### config.mk
export PLATFORM = sky130hd
export DESIGN_NAME = rmc_top
export DESIGN_NICKNAME = d
export VERILOG_FILES = /design/src/include/rmc_pkg.sv /design/src/include/rmc_tone_if.sv /design/src/rtl/rmc_tone.sv /design/src/rtl/rmc_top.sv
export VERILOG_INCLUDE_DIRS = /design/src /design/src/include
export SDC_FILE = /design/constraint.sdc
export NUM_CORES = 1
export LEC_CHECK = 0
export ABC_AREA = 1
export BUFFER_PORTS_ARGS = -buffer_cell sky130_fd_sc_hd__buf_2
export CAP_MARGIN = 25
export CORE_MARGIN = 3
export CORE_UTILIZATION = 60
export CTS_BUF_LIST = sky130_fd_sc_hd__clkbuf_2 sky130_fd_sc_hd__clkbuf_4 sky130_fd_sc_hd__clkbuf_8
export DETAILED_ROUTE_END_ITERATION = 8
export PLACE_DENSITY = 0.79
export SLEW_MARGIN = 25
export SYNTH_ARGS = -nofsm -noshare
export SYNTH_HDL_FRONTEND = slang
export SYNTH_HIERARCHICAL = 1
export SYNTH_SLANG_ARGS = --single-unit
### constraint.sdc
create_clock -name CLK -period 3.05 [get_ports CLK]
set_input_delay 0.4575 -clock CLK [delete_from_list [all_inputs] [get_ports CLK]]
set_output_delay 0.4575 -clock CLK [all_outputs]
set_load 0.01 [all_outputs]
### src/include/rmc_params.svh
// Constants of the meter range and mode control: counts, limits, times.
// Assumes a 100 MHz core clock and converter readings of 13 bits.
`ifndef RMC_PARAMS_SVH
`define RMC_PARAMS_SVH
`define RMC_CLK_MHZ 100
`define RMC_CYC_PER_MS (32'd1000 * `RMC_CLK_MHZ)
`define RMC_TONE_HZ 2000
`define RMC_TONE_HALF_CYC (32'd500000 * `RMC_CLK_MHZ / `RMC_TONE_HZ)
`define RMC_HAZ_GATE_MS 32'd250
`define RMC_FULL_COUNT 13'd4000
`define RMC_LOW_COUNT 13'd400
`define RMC_CONT_LIMIT 13'd300
`define RMC_OVL_1010 13'd1010
`define RMC_OVL_610 13'd610
`define RMC_OVL_760 13'd760
`define RMC_VR_START_400V 3'd2
`define RMC_VR_START_4V 3'd0
`define RMC_VR_TOP 3'd3
`define RMC_OHM_TOP 3'd7
`define RMC_OHM_TOP_CUT 3'd6
`define RMC_CONT_OHM_CFG 3'd1
`define RMC_CAP_TOP 3'd7
`define RMC_CUR_AUTO_TOP 3'd1
`define RMC_CAP_T_A_MS 32'd330
`define RMC_CAP_T_B_MS 32'd1150
`define RMC_CAP_T_C_MS 32'd260
`define RMC_CAP_T_D_MS 32'd2600
`define RMC_CAP_T_E_MS 32'd26000
`define RMC_FC_UA 4'b1101
`define RMC_FC_MA 4'b1111
`define RMC_FC_A 4'b0000
`define RMC_FC_MAN1 4'b1100
`define RMC_FC_MAN2 4'b1000
`define RMC_FC_MAN3 4'b1010
`define RMC_FC_MAN4 4'b1001
`define RMC_OVF_NEG 2'b00
`define RMC_OVF_GND 2'b01
`endif

### src/include/rmc_pkg.sv
// Types of the meter range and mode control.
// Shared by the top module and the bench.
package rmc_pkg;
   typedef enum logic [2:0] {
      KIND_VOLT = 3'b000,
      KIND_MV = 3'b001,
      KIND_CUR = 3'b010,
      KIND_OHM = 3'b011,
      KIND_CAP = 3'b100,
      KIND_CONT = 3'b101
   } rmc_kind_t;
   typedef enum logic [3:0] {
      CUR_NONE = 4'b0000,
      CUR_MM_UA = 4'b0001,
      CUR_MM_MA = 4'b0010,
      CUR_MM_A = 4'b0011,
      CUR_CL_AUTO1 = 4'b0100,
      CUR_CL_AUTO2 = 4'b0101,
      CUR_CL_AUTO3 = 4'b0110,
      CUR_CL_MAN1 = 4'b0111,
      CUR_CL_MAN2 = 4'b1000,
      CUR_CL_MAN3 = 4'b1001,
      CUR_CL_MAN4 = 4'b1010
   } rmc_cur_t;
endpackage

### src/include/rmc_tone_if.sv
// Requests from the mode control to the buzzer tone generator.
// Both ends sit on the core clock.
`timescale 1ns/1ps
interface rmc_tone_if;
   logic tone_steady; // Tone for as long as held
   logic tone_pulsed; // Tone gated by the warning cadence
   logic phase; // Warning cadence, on half
   logic buzz; // Square wave to the buzzer
   modport ctrl (output tone_steady, output tone_pulsed, input phase, input buzz);
   modport gen (input tone_steady, input tone_pulsed, output phase, output buzz);
endinterface

### src/rtl/rmc_tone.sv
// Buzzer tone generator with a slow on/off cadence for warnings.
// Assumes the core clock; counts come from the top as parameters.
`timescale 1ns/1ps
`include "rmc_params.svh"
module rmc_tone #(
   parameter logic [31:0] HALF_CYC = `RMC_TONE_HALF_CYC,
   parameter logic [31:0] GATE_CYC = `RMC_HAZ_GATE_MS * `RMC_CYC_PER_MS
) (
   input wire logic CLK, // Core clock
   input wire logic RESET_N, // Asynchronous reset, active low
   rmc_tone_if.gen tif // Tone requests and outputs
);
   logic [31:0] half_q, half_d;
   logic [31:0] gate_q, gate_d;
   logic sq_q, ph_q, buzz_q;
   wire half_end = (half_q == HALF_CYC - 32'd1);
   wire gate_end = (gate_q == GATE_CYC - 32'd1);
   wire want = tif.tone_steady | (tif.tone_pulsed & ph_q);

   ////////////////////////////////////////////////////////////
   // Free running counters keep the cadence phase steady
   assign half_d = half_end ? 32'd0 : half_q + 32'd1;
   assign gate_d = gate_end ? 32'd0 : gate_q + 32'd1;

   always_ff @(posedge CLK or negedge RESET_N) begin
      if (!RESET_N) begin
         half_q <= 32'd0;
         gate_q <= 32'd0;
         sq_q <= 1'b0;
         ph_q <= 1'b0;
         buzz_q <= 1'b0;
      end else begin
         half_q <= half_d;
         gate_q <= gate_d;
         sq_q <= half_end ? ~sq_q : sq_q; // 2 kHz square wave
         ph_q <= gate_end ? ~ph_q : ph_q;
         buzz_q <= want & sq_q; // Silent output when not wanted
      end
   end

   assign tif.phase = ph_q;
   assign tif.buzz = buzz_q;
endmodule

### src/rtl/rmc_top.sv
// Mode decode and range selection for a multimeter front end.
// Straps and rotary pins are asynchronous; converter signals share CLK.
`timescale 1ns/1ps
`include "rmc_params.svh"
module rmc_top #(
   parameter logic [31:0] TONE_HALF_CYC = `RMC_TONE_HALF_CYC,
   parameter logic [31:0] HAZ_GATE_CYC = `RMC_HAZ_GATE_MS * `RMC_CYC_PER_MS,
   parameter logic [31:0] CAP_CYC_A = `RMC_CAP_T_A_MS * `RMC_CYC_PER_MS,
   parameter logic [31:0] CAP_CYC_B = `RMC_CAP_T_B_MS * `RMC_CYC_PER_MS,
   parameter logic [31:0] CAP_CYC_C = `RMC_CAP_T_C_MS * `RMC_CYC_PER_MS,
   parameter logic [31:0] CAP_CYC_D = `RMC_CAP_T_D_MS * `RMC_CYC_PER_MS,
   parameter logic [31:0] CAP_CYC_E = `RMC_CAP_T_E_MS * `RMC_CYC_PER_MS
) (
   input wire logic CLK, // Core clock, 100 MHz
   input wire logic RESET_N, // Asynchronous reset, active low
   input wire rmc_pkg::rmc_kind_t MEAS_KIND, // Rotary measurement kind
   input wire logic AC_SELECT, // Rotary AC/DC select, 1 = AC
   input wire logic [3:0] FUNC_CODE, // Function code pins
   input wire logic CLAMP_STRAP_N, // Clamp strap, 0 = tied to V-
   input wire logic HAZARD_BEEP_DISABLE_N, // 0 = hazard beep off
   input wire logic [1:0] OVF_STRAP, // 00 V-, 01 ground, 1x floating
   input wire logic AMP_MAX_STRAP_N, // 0 = lower current maximum
   input wire logic TOP_OHM_DISABLE_N, // 0 = no 200 megohm range
   input wire logic ZERO_PUSH, // Zero push key, 1 = pressed
   input wire logic SHORT_DETECT, // Fast short comparator
   input wire logic HAZARD_DETECT, // Hazard level comparator
   input wire logic DISCHARGED, // Capacitor discharge complete
   input wire logic CONV_DONE, // Converter result pulse
   input wire logic [12:0] READING, // Converter magnitude count
   output logic INPUT_SEL_MV, // Route millivolt input to converter
   output logic [3:0] DIVIDER_TAP, // One-hot tap two..five
   output logic [2:0] RANGE_INDEX, // Current range index
   output rmc_pkg::rmc_cur_t CUR_MODE, // Decoded current mode
   output logic AMP_LIMIT_10A, // Ampere reading capped at 10A
   output logic CLAMP_LIMIT_1000A, // Clamp reading capped at 1000A
   output logic ZERO_ACTIVE, // Offset held and subtracted
   output logic [13:0] ZEROED_READING, // Reading minus offset, signed
   output logic OVERLOAD, // Overload indication
   output logic UNIT_BLANK, // Blank micro and milli symbols
   output logic DISCHARGE_MSG, // Show discharge message
   output logic CAP_SAMPLE, // Capacitance conversion strobe
   output logic BUZZER, // Buzzer drive
   output logic ALARM // Alarm drive, 1 = on
);
   import rmc_pkg::*;

   ////////////////////////////////////////////////////////////
   // Two-flop synchronisers for all pin inputs except CONV_DONE and READING
   logic [17:0] pin_s1_q, pin_s2_q;
   wire [17:0] pin_raw = {MEAS_KIND, AC_SELECT, FUNC_CODE, CLAMP_STRAP_N,
      HAZARD_BEEP_DISABLE_N, OVF_STRAP, AMP_MAX_STRAP_N, TOP_OHM_DISABLE_N,
      ZERO_PUSH, SHORT_DETECT, HAZARD_DETECT, DISCHARGED};

   always_ff @(posedge CLK or negedge RESET_N) begin
      if (!RESET_N) begin
         pin_s1_q <= 18'h0_0000;
         pin_s2_q <= 18'h0_0000;
      end else begin
         pin_s1_q <= pin_raw;
         pin_s2_q <= pin_s1_q;
      end
   end

   rmc_kind_t kind;
   assign kind = rmc_kind_t'(pin_s2_q[17:15]);
   wire ac_s = pin_s2_q[14];
   wire [3:0] fc_s = pin_s2_q[13:10];
   wire clamp_s = pin_s2_q[9];
   wire hbd_s = pin_s2_q[8];
   wire [1:0] ovf_s = pin_s2_q[7:6];
   wire amp_s = pin_s2_q[5];
   wire tod_s = pin_s2_q[4];
   wire zero_s = pin_s2_q[3];
   wire short_s = pin_s2_q[2];
   wire haz_s = pin_s2_q[1];
   wire dis_s = pin_s2_q[0];

   ////////////////////////////////////////////////////////////
   // Current mode decode; clamp autos only with clamp strap at 0
   rmc_cur_t cur;
   always_comb begin
      cur = CUR_NONE;
      if (kind == KIND_CUR) begin
         unique case (fc_s)
            `RMC_FC_UA: cur = clamp_s ? CUR_MM_UA : CUR_CL_AUTO1;
            `RMC_FC_MA: cur = clamp_s ? CUR_MM_MA : CUR_CL_AUTO2;
            `RMC_FC_A: cur = clamp_s ? CUR_MM_A : CUR_CL_AUTO3;
            `RMC_FC_MAN1: cur = CUR_CL_MAN1;
            `RMC_FC_MAN2: cur = CUR_CL_MAN2;
            `RMC_FC_MAN3: cur = CUR_CL_MAN3;
            `RMC_FC_MAN4: cur = CUR_CL_MAN4;
            default: cur = CUR_NONE;
         endcase
      end
   end

   wire cur_auto = (cur != CUR_NONE) && (cur < CUR_CL_MAN1);
   wire clamp_dc = (cur >= CUR_CL_AUTO1) && !ac_s;

   ////////////////////////////////////////////////////////////
   // Range limits and start point per mode
   logic [2:0] top_idx, start_idx;
   always_comb begin
      top_idx = 3'd0;
      start_idx = 3'd0;
      unique case (kind)
         KIND_VOLT: begin
            top_idx = `RMC_VR_TOP;
            start_idx = clamp_s ? `RMC_VR_START_4V : `RMC_VR_START_400V;
         end
         KIND_OHM: top_idx = tod_s ? `RMC_OHM_TOP : `RMC_OHM_TOP_CUT;
         KIND_CAP: top_idx = `RMC_CAP_TOP;
         KIND_CUR: top_idx = cur_auto ? `RMC_CUR_AUTO_TOP : 3'd0;
         KIND_CONT: start_idx = `RMC_CONT_OHM_CFG;
         KIND_MV: top_idx = 3'd0;
         default: top_idx = 3'd0;
      endcase
   end

   // A change of kind or code restarts ranging
   logic [8:0] sel_q;
   wire [8:0] sel_now = {kind, fc_s, ac_s, clamp_s};
   wire sel_chg = (sel_now != sel_q);

   ////////////////////////////////////////////////////////////
   // Auto ranging on each conversion; continuity stays fixed
   logic [2:0] range_q, range_d;
   wire over = (READING > `RMC_FULL_COUNT);
   wire under = (READING < `RMC_LOW_COUNT);
   wire can_up = (range_q < top_idx);
   wire can_dn = (range_q > 3'd0) && (kind != KIND_CONT);
   always_comb begin
      range_d = range_q;
      if (sel_chg) begin
         range_d = start_idx;
      end else if (range_q > top_idx && kind != KIND_CONT) begin
         range_d = top_idx;
      end else if (CONV_DONE && over && can_up) begin
         range_d = range_q + 3'd1;
      end else if (CONV_DONE && under && can_dn) begin
         range_d = range_q - 3'd1;
      end
   end

   always_ff @(posedge CLK or negedge RESET_N) begin
      if (!RESET_N) begin
         range_q <= 3'd0;
         sel_q <= 9'h000;
      end else begin
         range_q <= range_d;
         sel_q <= sel_now;
      end
   end

   ////////////////////////////////////////////////////////////
   // Front end routing and limit flags
   logic [12:0] ovl_lim;
   assign ovl_lim = (ovf_s == `RMC_OVF_NEG) ? `RMC_OVL_1010 :
      (ovf_s == `RMC_OVF_GND) ? `RMC_OVL_610 :
      (ac_s ? `RMC_OVL_760 : `RMC_OVL_1010);
   wire volt_top = (kind == KIND_VOLT) && (range_q == `RMC_VR_TOP);
   wire ovl_now = volt_top ? (READING > ovl_lim) : (over && !can_up);
   logic low_ohm_q;
   wire cont_hit = (kind == KIND_CONT) && (short_s || low_ohm_q);
   wire haz_tone = haz_s && hbd_s;

   // Latched continuity reading compare
   always_ff @(posedge CLK or negedge RESET_N) begin
      if (!RESET_N) begin
         low_ohm_q <= 1'b0;
      end else if (kind != KIND_CONT) begin
         low_ohm_q <= 1'b0;
      end else if (CONV_DONE) begin
         low_ohm_q <= (READING < `RMC_CONT_LIMIT);
      end
   end

   ////////////////////////////////////////////////////////////
   // Zero push: offset capture in clamp DC modes only
   logic zero_d1_q, zero_on_q;
   logic [12:0] offset_q;
   wire zero_rise = zero_s && !zero_d1_q;
   always_ff @(posedge CLK or negedge RESET_N) begin
      if (!RESET_N) begin
         zero_d1_q <= 1'b0;
         zero_on_q <= 1'b0;
         offset_q <= 13'h0000;
      end else begin
         zero_d1_q <= zero_s;
         if (!clamp_dc || sel_chg) begin
            zero_on_q <= 1'b0;
            offset_q <= 13'h0000;
         end else if (zero_rise) begin
            zero_on_q <= ~zero_on_q;
            offset_q <= zero_on_q ? 13'h0000 : READING;
         end
      end
   end

   ////////////////////////////////////////////////////////////
   // Discharge phase then timed capacitance conversions
   logic disch_q, samp_q;
   logic [31:0] cap_cnt_q;
   logic [31:0] cap_len;
   assign cap_len = (range_q < 3'd2) ? CAP_CYC_A :
      (range_q < 3'd4) ? CAP_CYC_B :
      (range_q == 3'd4) ? CAP_CYC_C :
      (range_q < 3'd7) ? CAP_CYC_D : CAP_CYC_E;
   wire cap_enter = sel_chg && (kind == KIND_CAP);
   wire cap_run = (kind == KIND_CAP) && !disch_q && !cap_enter; // No stale strobe on re-entry
   wire cap_end = cap_run && (cap_cnt_q >= cap_len - 32'd1);

   // Entry sets the phase and wins over a same-cycle done
   always_ff @(posedge CLK or negedge RESET_N) begin
      if (!RESET_N) begin
         disch_q <= 1'b0;
      end else if (cap_enter) begin
         disch_q <= 1'b1;
      end else if (dis_s || kind != KIND_CAP) begin
         disch_q <= 1'b0;
      end
   end

   // Period restarts on a range change so the new length applies
   always_ff @(posedge CLK or negedge RESET_N) begin
      if (!RESET_N) begin
         cap_cnt_q <= 32'd0;
         samp_q <= 1'b0;
      end else begin
         samp_q <= cap_end;
         if (!cap_run || cap_end || range_d != range_q) begin
            cap_cnt_q <= 32'd0;
         end else begin
            cap_cnt_q <= cap_cnt_q + 32'd1;
         end
      end
   end

   ////////////////////////////////////////////////////////////
   // Tone generator and registered indications
   rmc_tone_if tif ();
   assign tif.tone_steady = cont_hit;
   assign tif.tone_pulsed = haz_tone;

   rmc_tone #(
      .HALF_CYC(TONE_HALF_CYC),
      .GATE_CYC(HAZ_GATE_CYC)
   ) u_tone (
      .CLK(CLK),
      .RESET_N(RESET_N),
      .tif(tif)
   );

   logic alarm_q, ovl_q;
   always_ff @(posedge CLK or negedge RESET_N) begin
      if (!RESET_N) begin
         alarm_q <= 1'b0;
         ovl_q <= 1'b0;
      end else begin
         alarm_q <= cont_hit || (haz_s && tif.phase);
         ovl_q <= ovl_now;
      end
   end

   ////////////////////////////////////////////////////////////
   // Output mapping
   logic [3:0] tap_oh;
   assign tap_oh = 4'b0001 << range_q[1:0];
   assign INPUT_SEL_MV = (kind == KIND_MV);
   assign DIVIDER_TAP = (kind == KIND_VOLT) ? tap_oh : 4'b0000;
   assign RANGE_INDEX = range_q;
   assign CUR_MODE = cur;
   assign AMP_LIMIT_10A = (cur == CUR_MM_A) && !amp_s;
   assign CLAMP_LIMIT_1000A = !amp_s && (cur == CUR_CL_AUTO1 || cur == CUR_CL_MAN4);
   assign ZERO_ACTIVE = zero_on_q;
   assign ZEROED_READING = {1'b0, READING} - {1'b0, offset_q};
   assign OVERLOAD = ovl_q;
   assign UNIT_BLANK = !clamp_s;
   assign DISCHARGE_MSG = disch_q;
   assign CAP_SAMPLE = samp_q;
   assign BUZZER = tif.buzz;
   assign ALARM = alarm_q;
endmodule

==> impl_metrics.env, run 1 <==
export IMPL_drcViolationCount=0
export IMPL_multiInputGateArea_um2=5326
export IMPL_syn_area_um2=9980
export IMPL_nets=1520
export IMPL_hp_class="in2reg"
export IMPL_core_area_um2=16060
export IMPL_h_tree_depth=4
export IMPL_rr_endpoint="cap_cnt_q[6]$_DFF_PN0_"
export IMPL_io_buffers=68
export IMPL_r2r_slack_ns=-0.06
export IMPL_drive_above_1_share_pct=16.92
export IMPL_dieHeight_um=135.0
export IMPL_initial_core_util_pct=62.15
export IMPL_antenna_cells=0
export IMPL_wl_um=23240
export IMPL_vdd_drop_max_mv=0.4492
export IMPL_cts_buffers=17
export IMPL_grt_busiest_layer="met2"
export IMPL_gr_total_overflow=0
export IMPL_grtUsageMet2_pct=40.63
export IMPL_pin_count=69
export IMPL_fin_crit_ns=3.110
export IMPL_status="finished with violations"
export IMPL_fmax_mhz=321.6
export IMPL_seq_area_um2=4188
export IMPL_clockBufferDepth=2
export IMPL_hold_viol_final=0
export IMPL_fin_cells=1658
export IMPL_setup_viol=25
export IMPL_vias=8804
export IMPL_drt_wirelength_per_cell_um=14.01
export IMPL_fin_area_um2=11610
export IMPL_die_w_um=135.0
export IMPL_dr_pass1_iters=6
export IMPL_grt_max_degree=72
export IMPL_r2r_start="pin_s2_q[13]$_DFF_PN0_"
export IMPL_clk_latency_ns=0.47
export IMPL_dp_hpwl_um=16260
export IMPL_ys_types=43
export IMPL_finalClockSkew_ns=0.02037
export IMPL_synth_seq_cells=167
export IMPL_criticalPathCategory="reg2reg"
export IMPL_dpl_instance_area_um2=10670
export IMPL_placedCellCount=1608
export IMPL_worstSetupEndpointType="flop"
export IMPL_postRouteAntennaNets=0
export IMPL_setup_slack_ns=-0.05976
export IMPL_die_area_um2=18220
export IMPL_synthCells=1315
export IMPL_worstPathArrival_ns=3.50
export IMPL_cts_tree="built"
export IMPL_antenna_found_initial=0
export IMPL_root_buffer="clkbuf_8"
export IMPL_drv_slew=0
export IMPL_tightest_slew_ns=0.6520
export IMPL_whs_path_depth=1
export IMPL_clk_pin_slew_ns=0.10
export IMPL_cap_violations=0
export IMPL_clock_sinks=167
export IMPL_via_per_inst=5.310
export IMPL_fp_row_count=46
export IMPL_met3_usage_pct=4.993
export IMPL_globalRouteMet1Util_pct=33.01
export IMPL_grt_pass1_vias=8194
export IMPL_gp_congestion=0.8975
export IMPL_required_ns=3.44
export IMPL_critPathMaxFanout=8
export IMPL_start_kind="flop"
export IMPL_syn_avg_cell_area_um2=7.589
export IMPL_failed_checks="negative setup slack"
export IMPL_power_density_nw_per_um2=371.6
export IMPL_nFillCells=1234
export IMPL_drtIter0Drc=646
export IMPL_fin_crit_sh_pct=102.0
export IMPL_rr_worst_depth=23
export IMPL_min_delay_start="TOP_OHM_DISABLE_N"
export IMPL_ys_seq_area_share_pct=41.88
export IMPL_yosysWarnings=6
export IMPL_p_leak_nw=5.707
export IMPL_grt_pass1_wl_um=36970
export IMPL_grt_use_total_pct=24.88
export IMPL_grt_setup_unrepaired="yes"
export IMPL_relSlewSlack_pct=56.53
export IMPL_whs_endpoint="pin_s1_q[4]$_DFF_PN0_"
export IMPL_area_growth_pct=16.37
kinds of logic after synthesis:
kind of cell | count (synthesis) | synth area share (%)
other | 1 | 0.03758
buffers and inverters | 209 | 8.162
adder cells (fa/ha/maj) | 57 | 7.222
AO/OA/AOI/OAI | 81 | 4.764
XOR/XNOR | 72 | 6.319
AND/OR/NAND/NOR | 728 | 31.62
flip-flops | 167 | 41.88
synth_stat cells (all sizes together):
cell type / instances / share of area (%)
and2: 3 / 0.19
inv: 203 / 7.6
a31o: 1 / 0.088
a31oi: 2 / 0.13
ha: 56 / 7.0
o21bai: 1 / 0.075
a221oi: 1 / 0.088
or2: 1 / 0.063
fa: 1 / 0.20
and3b: 1 / 0.088
a211oi: 2 / 0.15
buf: 4 / 0.45
nor2: 261 / 11
nand2: 324 / 12
o2111ai: 1 / 0.088
o211ai: 1 / 0.075
nor4: 5 / 0.38
o22ai: 15 / 0.94
nand4: 24 / 1.6
clkbuf: 2 / 0.075
nand3: 77 / 3.9
a21o: 3 / 0.23
dfrtp: 167 / 42
a21oi: 32 / 1.6
nor3: 26 / 1.5
o21a: 4 / 0.30
a22oi: 1 / 0.075
xor2: 53 / 4.7
conb: 1 / 0.038
xnor2: 19 / 1.7
o221ai: 2 / 0.18
nand3b: 6 / 0.45
o21ai: 15 / 0.75
per-layer routing:
layer	vias up	part of all wire (%)	wire length, µm
met1	4089	43	10070
met2	296	48	11110
li1	4356	-	-
met5	-	0	0
met3	63	6.0	1397
met4	0	2.8	661
worst max-delay path by stage:
stage                                      start                       to  cells past startpoint
final                     pin_s2_q[13]$_DFF_PN0_   cap_cnt_q[6]$_DFF_PN0_                     23
after global routing      pin_s2_q[10]$_DFF_PN0_   cap_cnt_q[8]$_DFF_PN0_                     24
after CTS                 pin_s2_q[12]$_DFF_PN0_   cap_cnt_q[7]$_DFF_PN0_                     24
after global placement    pin_s2_q[11]$_DFF_PN0_   cap_cnt_q[0]$_DFF_PN0_                     25
after floorplan           pin_s2_q[15]$_DFF_PN0_   cap_cnt_q[6]$_DFF_PN0_                     19
after detailed placement  pin_s2_q[11]$_DFF_PN0_  cap_cnt_q[20]$_DFF_PN0_                     25
stage by stage:
stage	TNS (ns)	power, mW	util [%]	worst slack [ns]	hold WS (ns)
2_1_floorplan	0	2.474	-	0.3354	0.1619
3_3_place_gp	0	2.616	66.47	0.2022	0.3321
3_5_place_dp	-1.934	2.623	66.47	-0.08408	0.3347
4_1_cts	0	4.299	69.28	0.02590	0.07151
5_1_grt	-4.174	4.500	72.32	-0.1663	0.05994
6_report	-0.5713	4.316	72.32	-0.05976	0.09418
state kept, by name, summed over array words and instances (netlist names), 3 cells and up:
name           flops
u_tone/gate_q     32
offset_q          13
sel_q              9
pin_s2_q          18
pin_s1_q          18
cap_cnt_q         32
u_tone/half_q     32
RANGE_INDEX        3
critical path, cell delays in order, from the launching register on:
cell       delay (ns)
dfrtp_1          0.48
nand2_4          0.09
nor2_4           0.13
nand2_1          0.10
nand4_1          0.17
and2_4           0.19
nand2_1          0.07
nand3_2          0.10
ha_4             0.13
inv_2            0.03
nand3_2          0.07
nand2_4          0.08
nor2_4           0.16
nand3_4          0.10
nand2_2          0.09
nand3_2          0.07
nand2_2          0.09
nand2_2          0.06
nand2_1          0.07
nand2_1          0.07
nor2_2           0.17
nand4_4          0.19
clkbuf_16        0.26
nor2_2           0.09
cells in the final DEF, fill, tap and decap left out, types with 4 or more instances in the layout:
master	n
a21oi_1	31
buf_2	67
buf_4	25
clkbuf_8	17
dfrtp_1	160
dfrtp_2	7
ha_1	53
inv_1	197
inv_2	6
inv_8	5
nand2_1	305
nand2_2	15
nand2_4	4
nand3_1	66
nand3_2	9
nand3b_1	6
nand4_1	23
nor2_1	209
nor2_2	25
nor2_4	26
nor3_1	20
nor3_2	5
nor4_1	4
o21a_1	4
o21ai_0	13
o22ai_1	15
xnor2_1	19
xor2_1	53
cell type report:
type / instances / area share (%)
multi-input combinational: 941 / 45.86
tap: 216 / 2.327
inverter: 203 / 6.561
clock buffer: 17 / 2.015
timing repair buffer: 99 / 5.559
clock inverter: 15 / 1.616
sequential: 167 / 36.06
what timing repair did:
item / CTS / global route
hold endpoints to repair: 1 / 0
pin swaps: 0 / 20
hold buffers: 1 / 0
setup buffers: 0 / 14
resized for setup: 7 / 93
setup endpoints to repair: 32 / 34
gates cloned: 0 / 3
power by group:
part           total (mW)  internal, mW  switching, mW
Clock                1.68         0.767          0.909
Combinational       0.367         0.141          0.225
Sequential           2.27          2.25         0.0263
Total                4.32          3.15           1.16
No activity file was read; power rests on OpenSTA's default activity.
==> run 2: changes to the inputs <==
--- a/config.mk
+++ b/config.mk
@@ -7,7 +7,7 @@
 export NUM_CORES = 1
 export LEC_CHECK = 0
 export ABC_AREA = 1
-export BUFFER_PORTS_ARGS = -buffer_cell sky130_fd_sc_hd__buf_2
+export BUFFER_PORTS_ARGS = -buffer_cell sky130_fd_sc_hd__buf_4
 export CAP_MARGIN = 25
 export CORE_MARGIN = 3
 export CORE_UTILIZATION = 60
==> run 2 against run 1 <==
The run still ends with negative setup slack left; register-to-register slack barely moved; sequential power barely moved; flip-flop and latch count did not move; via count fell by 0.61%; total power rose by 3.0%; worst setup slack got worse by 0.0056 ns.
==> impl_metrics.env, run 2 (same netlist as run 1, synthesis figures left out) <==
export IMPL_status="finished with violations"
export IMPL_failed_checks="negative setup slack"
export IMPL_grt_pass1_wl_um=37490
export IMPL_fin_cells=1657
export IMPL_cp_depth=23
export IMPL_drv_slew=0
export IMPL_antenna_cells=0
export IMPL_drive_above_1_share_pct=17.00
export IMPL_dr_pass1_iters=5
export IMPL_r2r_slack_ns=-0.07
export IMPL_core_area_um2=16060
export IMPL_gr_total_overflow=0
export IMPL_die_area_um2=18220
export IMPL_worstSetupEndpointType="flop"
export IMPL_p_leak_nw=5.749
export IMPL_fp_row_count=46
export IMPL_drcViolationCount=0
export IMPL_worstPathArrival_ns=3.53
export IMPL_critical_path_startpoint="pin_s2_q[11]$_DFF_PN0_"
export IMPL_placedCellCount=1608
export IMPL_relSlewSlack_pct=47.75
export IMPL_gp_congestion=0.9447
export IMPL_via_per_inst=5.281
export IMPL_die_w_um=135.0
export IMPL_drt_wirelength_per_cell_um=14.36
export IMPL_grt_max_degree=85
export IMPL_antenna_found_initial=0
export IMPL_endpoint="cap_cnt_q[9]$_DFF_PN0_"
export IMPL_criticalPathCategory="reg2reg"
export IMPL_h_tree_depth=4
export IMPL_critPathTopFamily="simple AND/OR/NAND/NOR gates"
export IMPL_critPathMaxFanout=8
export IMPL_fin_crit_sh_pct=102.1
export IMPL_drtIter0Drc=735
export IMPL_final_common_cell="nand2_1"
export IMPL_hold_viol_final=0
export IMPL_finalClockSkew_ns=0.008527
export IMPL_power_density_nw_per_um2=377.1
export IMPL_root_buffer="clkbuf_8"
export IMPL_required_ns=3.46
export IMPL_setup_viol=32
export IMPL_fin_crit_ns=3.115
export IMPL_mostFrequentLayoutCells="nand2_1 (304), nor2_1 (208), inv_1 (197), dfrtp_1 (158), buf_4 (91)"
export IMPL_nets=1519
export IMPL_tightest_slew_ns=0.7838
export IMPL_largestRegisters="cap_cnt_q (32), u_tone/gate_q (32), u_tone/half_q (32)"
export IMPL_postRouteAntennaNets=0
export IMPL_cap_violations=0
export IMPL_grt_pass1_vias=8286
export IMPL_cts_buffers=17
export IMPL_cts_tree="built"
export IMPL_pin_count=69
export IMPL_dp_hpwl_um=16760
export IMPL_area_growth_pct=18.10
export IMPL_io_buffers=68
export IMPL_rr_worst_depth=23
export IMPL_path_common_cell="nand2_1"
export IMPL_vdd_drop_max_mv=0.2913
export IMPL_hp_class="in2async"
export IMPL_post_route_util_pct=73.40
export IMPL_dieHeight_um=135.0
export IMPL_clockBufferDepth=2
export IMPL_r2r_start="pin_s2_q[11]$_DFF_PN0_"
export IMPL_initial_core_util_pct=62.15
export IMPL_tns_ns=-1.016
export IMPL_clk_pin_slew_ns=0.09
export IMPL_wl_um=23800
export IMPL_start_kind="flop"
export IMPL_path_buf_inv=3
export IMPL_clk_latency_ns=0.47
export IMPL_cp_slowest_cell="dfrtp_2"
export IMPL_clock_sinks=167
export IMPL_nFillCells=1202
export IMPL_setup_slack_ns=-0.06535
export IMPL_vias=8750
export IMPL_grt_use_total_pct=25.24
export IMPL_grt_setup_unrepaired="yes"
export IMPL_fmax_mhz=321.0
export IMPL_crit_chain="buf_4 -> nand2_1 -> o21a_1 -> nand3_2 -> nand2_2 -> nand2_1 -> nand2_1 -> nand3_2 -> ha_4 -> inv_2 -> nand3_2 -> nand2_4 -> nand3_4 -> nor3_2 -> nor2_1 -> nand2_2 -> nand2_2 -> nand2_1 -> nand2_1 -> nor2_2 -> nand4_4 -> clkbuf_16 -> nor2_2"
export IMPL_rr_endpoint="cap_cnt_q[9]$_DFF_PN0_"
export IMPL_cpPeakStageDelay_ns=0.49
export IMPL_report_power_total_mw=4.445
[run 2: cell types whose count changed in the layout (fill, tap and decap cells not counted), sizes merged]
cell and delta:
inv +1, clkbuf +2, bufinv +1, clkinvlp -1
dlygate4sd3 -1, clkinv -3
[run 2: routing by layer]
| layer | wire length [µm] | global-route usage [%] | part of all wire [%] |
|---|---|---|---|
| met3 | 1302 | 4.545 | 5.5 |
| met5 | 0 | 0 | 0 |
| met4 | 660 | 8.455 | 2.8 |
| met1 | 10390 | 33.60 | 44 |
| met2 | 11450 | 42.05 | 48 |
[run 2: layout make-up]
cell class | instances | area (µm²) | area share (%)
Multi-Input combinational cell | 941 | 5309 | 45.04
Sequential cell | 167 | 4190 | 35.55
Timing Repair Buffer | 98 | 815.8 | 6.921
Inverter | 203 | 762.0 | 6.465
Tap cell | 216 | 270.3 | 2.293
Clock buffer | 19 | 255.2 | 2.166
Clock inverter | 13 | 183.9 | 1.561
[run 2: report_power, final]
| group | internal (mW) | leakage (nW) | switching [mW] |
|---|---|---|---|
| Combinational | 0.167 | 3.34 | 0.234 |
| Clock | 0.872 | 0.221 | 0.899 |
| Sequential | 2.25 | 2.19 | 0.0262 |
| Total | 3.29 | 5.75 | 1.16 |
[run 2: worst register-to-register path, cell delays in order (launching register included)]
cell and delay [ns]:
dfrtp_2 0.49, buf_4 0.17, nand2_1 0.09, o21a_1 0.17
nand3_2 0.12, nand2_2 0.09, nand2_1 0.06, nand2_1 0.08
nand3_2 0.10, ha_4 0.17, inv_2 0.06, nand3_2 0.08
nand2_4 0.11, nand3_4 0.12, nor3_2 0.12, nor2_1 0.07
nand2_2 0.10, nand2_2 0.06, nand2_1 0.06, nand2_1 0.06
nor2_2 0.14, nand4_4 0.19, clkbuf_16 0.26, nor2_2 0.09
[run 2: worst min path at each step]
stage | end | slack, ns | cells past startpoint
after detailed placement | pin_s2_q[12]$_DFF_PN0_ | 0.33 | 0
after global routing | pin_s1_q[12]$_DFF_PN0_ | 0.05 | 1
final | offset_q[1]$_DFFE_PN0P_ | 0.02 | 1
after floorplan | ALARM$_DFF_PN0_ | 0.16 | 0
after global placement | pin_s2_q[0]$_DFF_PN0_ | 0.33 | 0
after CTS | offset_q[1]$_DFFE_PN0P_ | 0.04 | 1
[run 2: what timing repair did]
item / CTS / global route
setup buffers: 0 / 14
gates resized for setup: 2 / 97
hold buffers: 0 / 0
gates cloned: 0 / 3
pin swaps: 0 / 22
setup endpoints to repair: 1 / 35
[run 2: through the flow]
step | setup WS, ns | cell area [µm²] | hold WS (ns)
floorplan | 0.3354 | 9987 | 0.1619
global placement | 0.2253 | 10850 | 0.3320
detailed placement | 0.01778 | 10850 | 0.3347
CTS | 0.005473 | 11300 | 0.03686
global route | -0.2415 | 11790 | 0.04943
finish | -0.06535 | 11790 | 0.01575
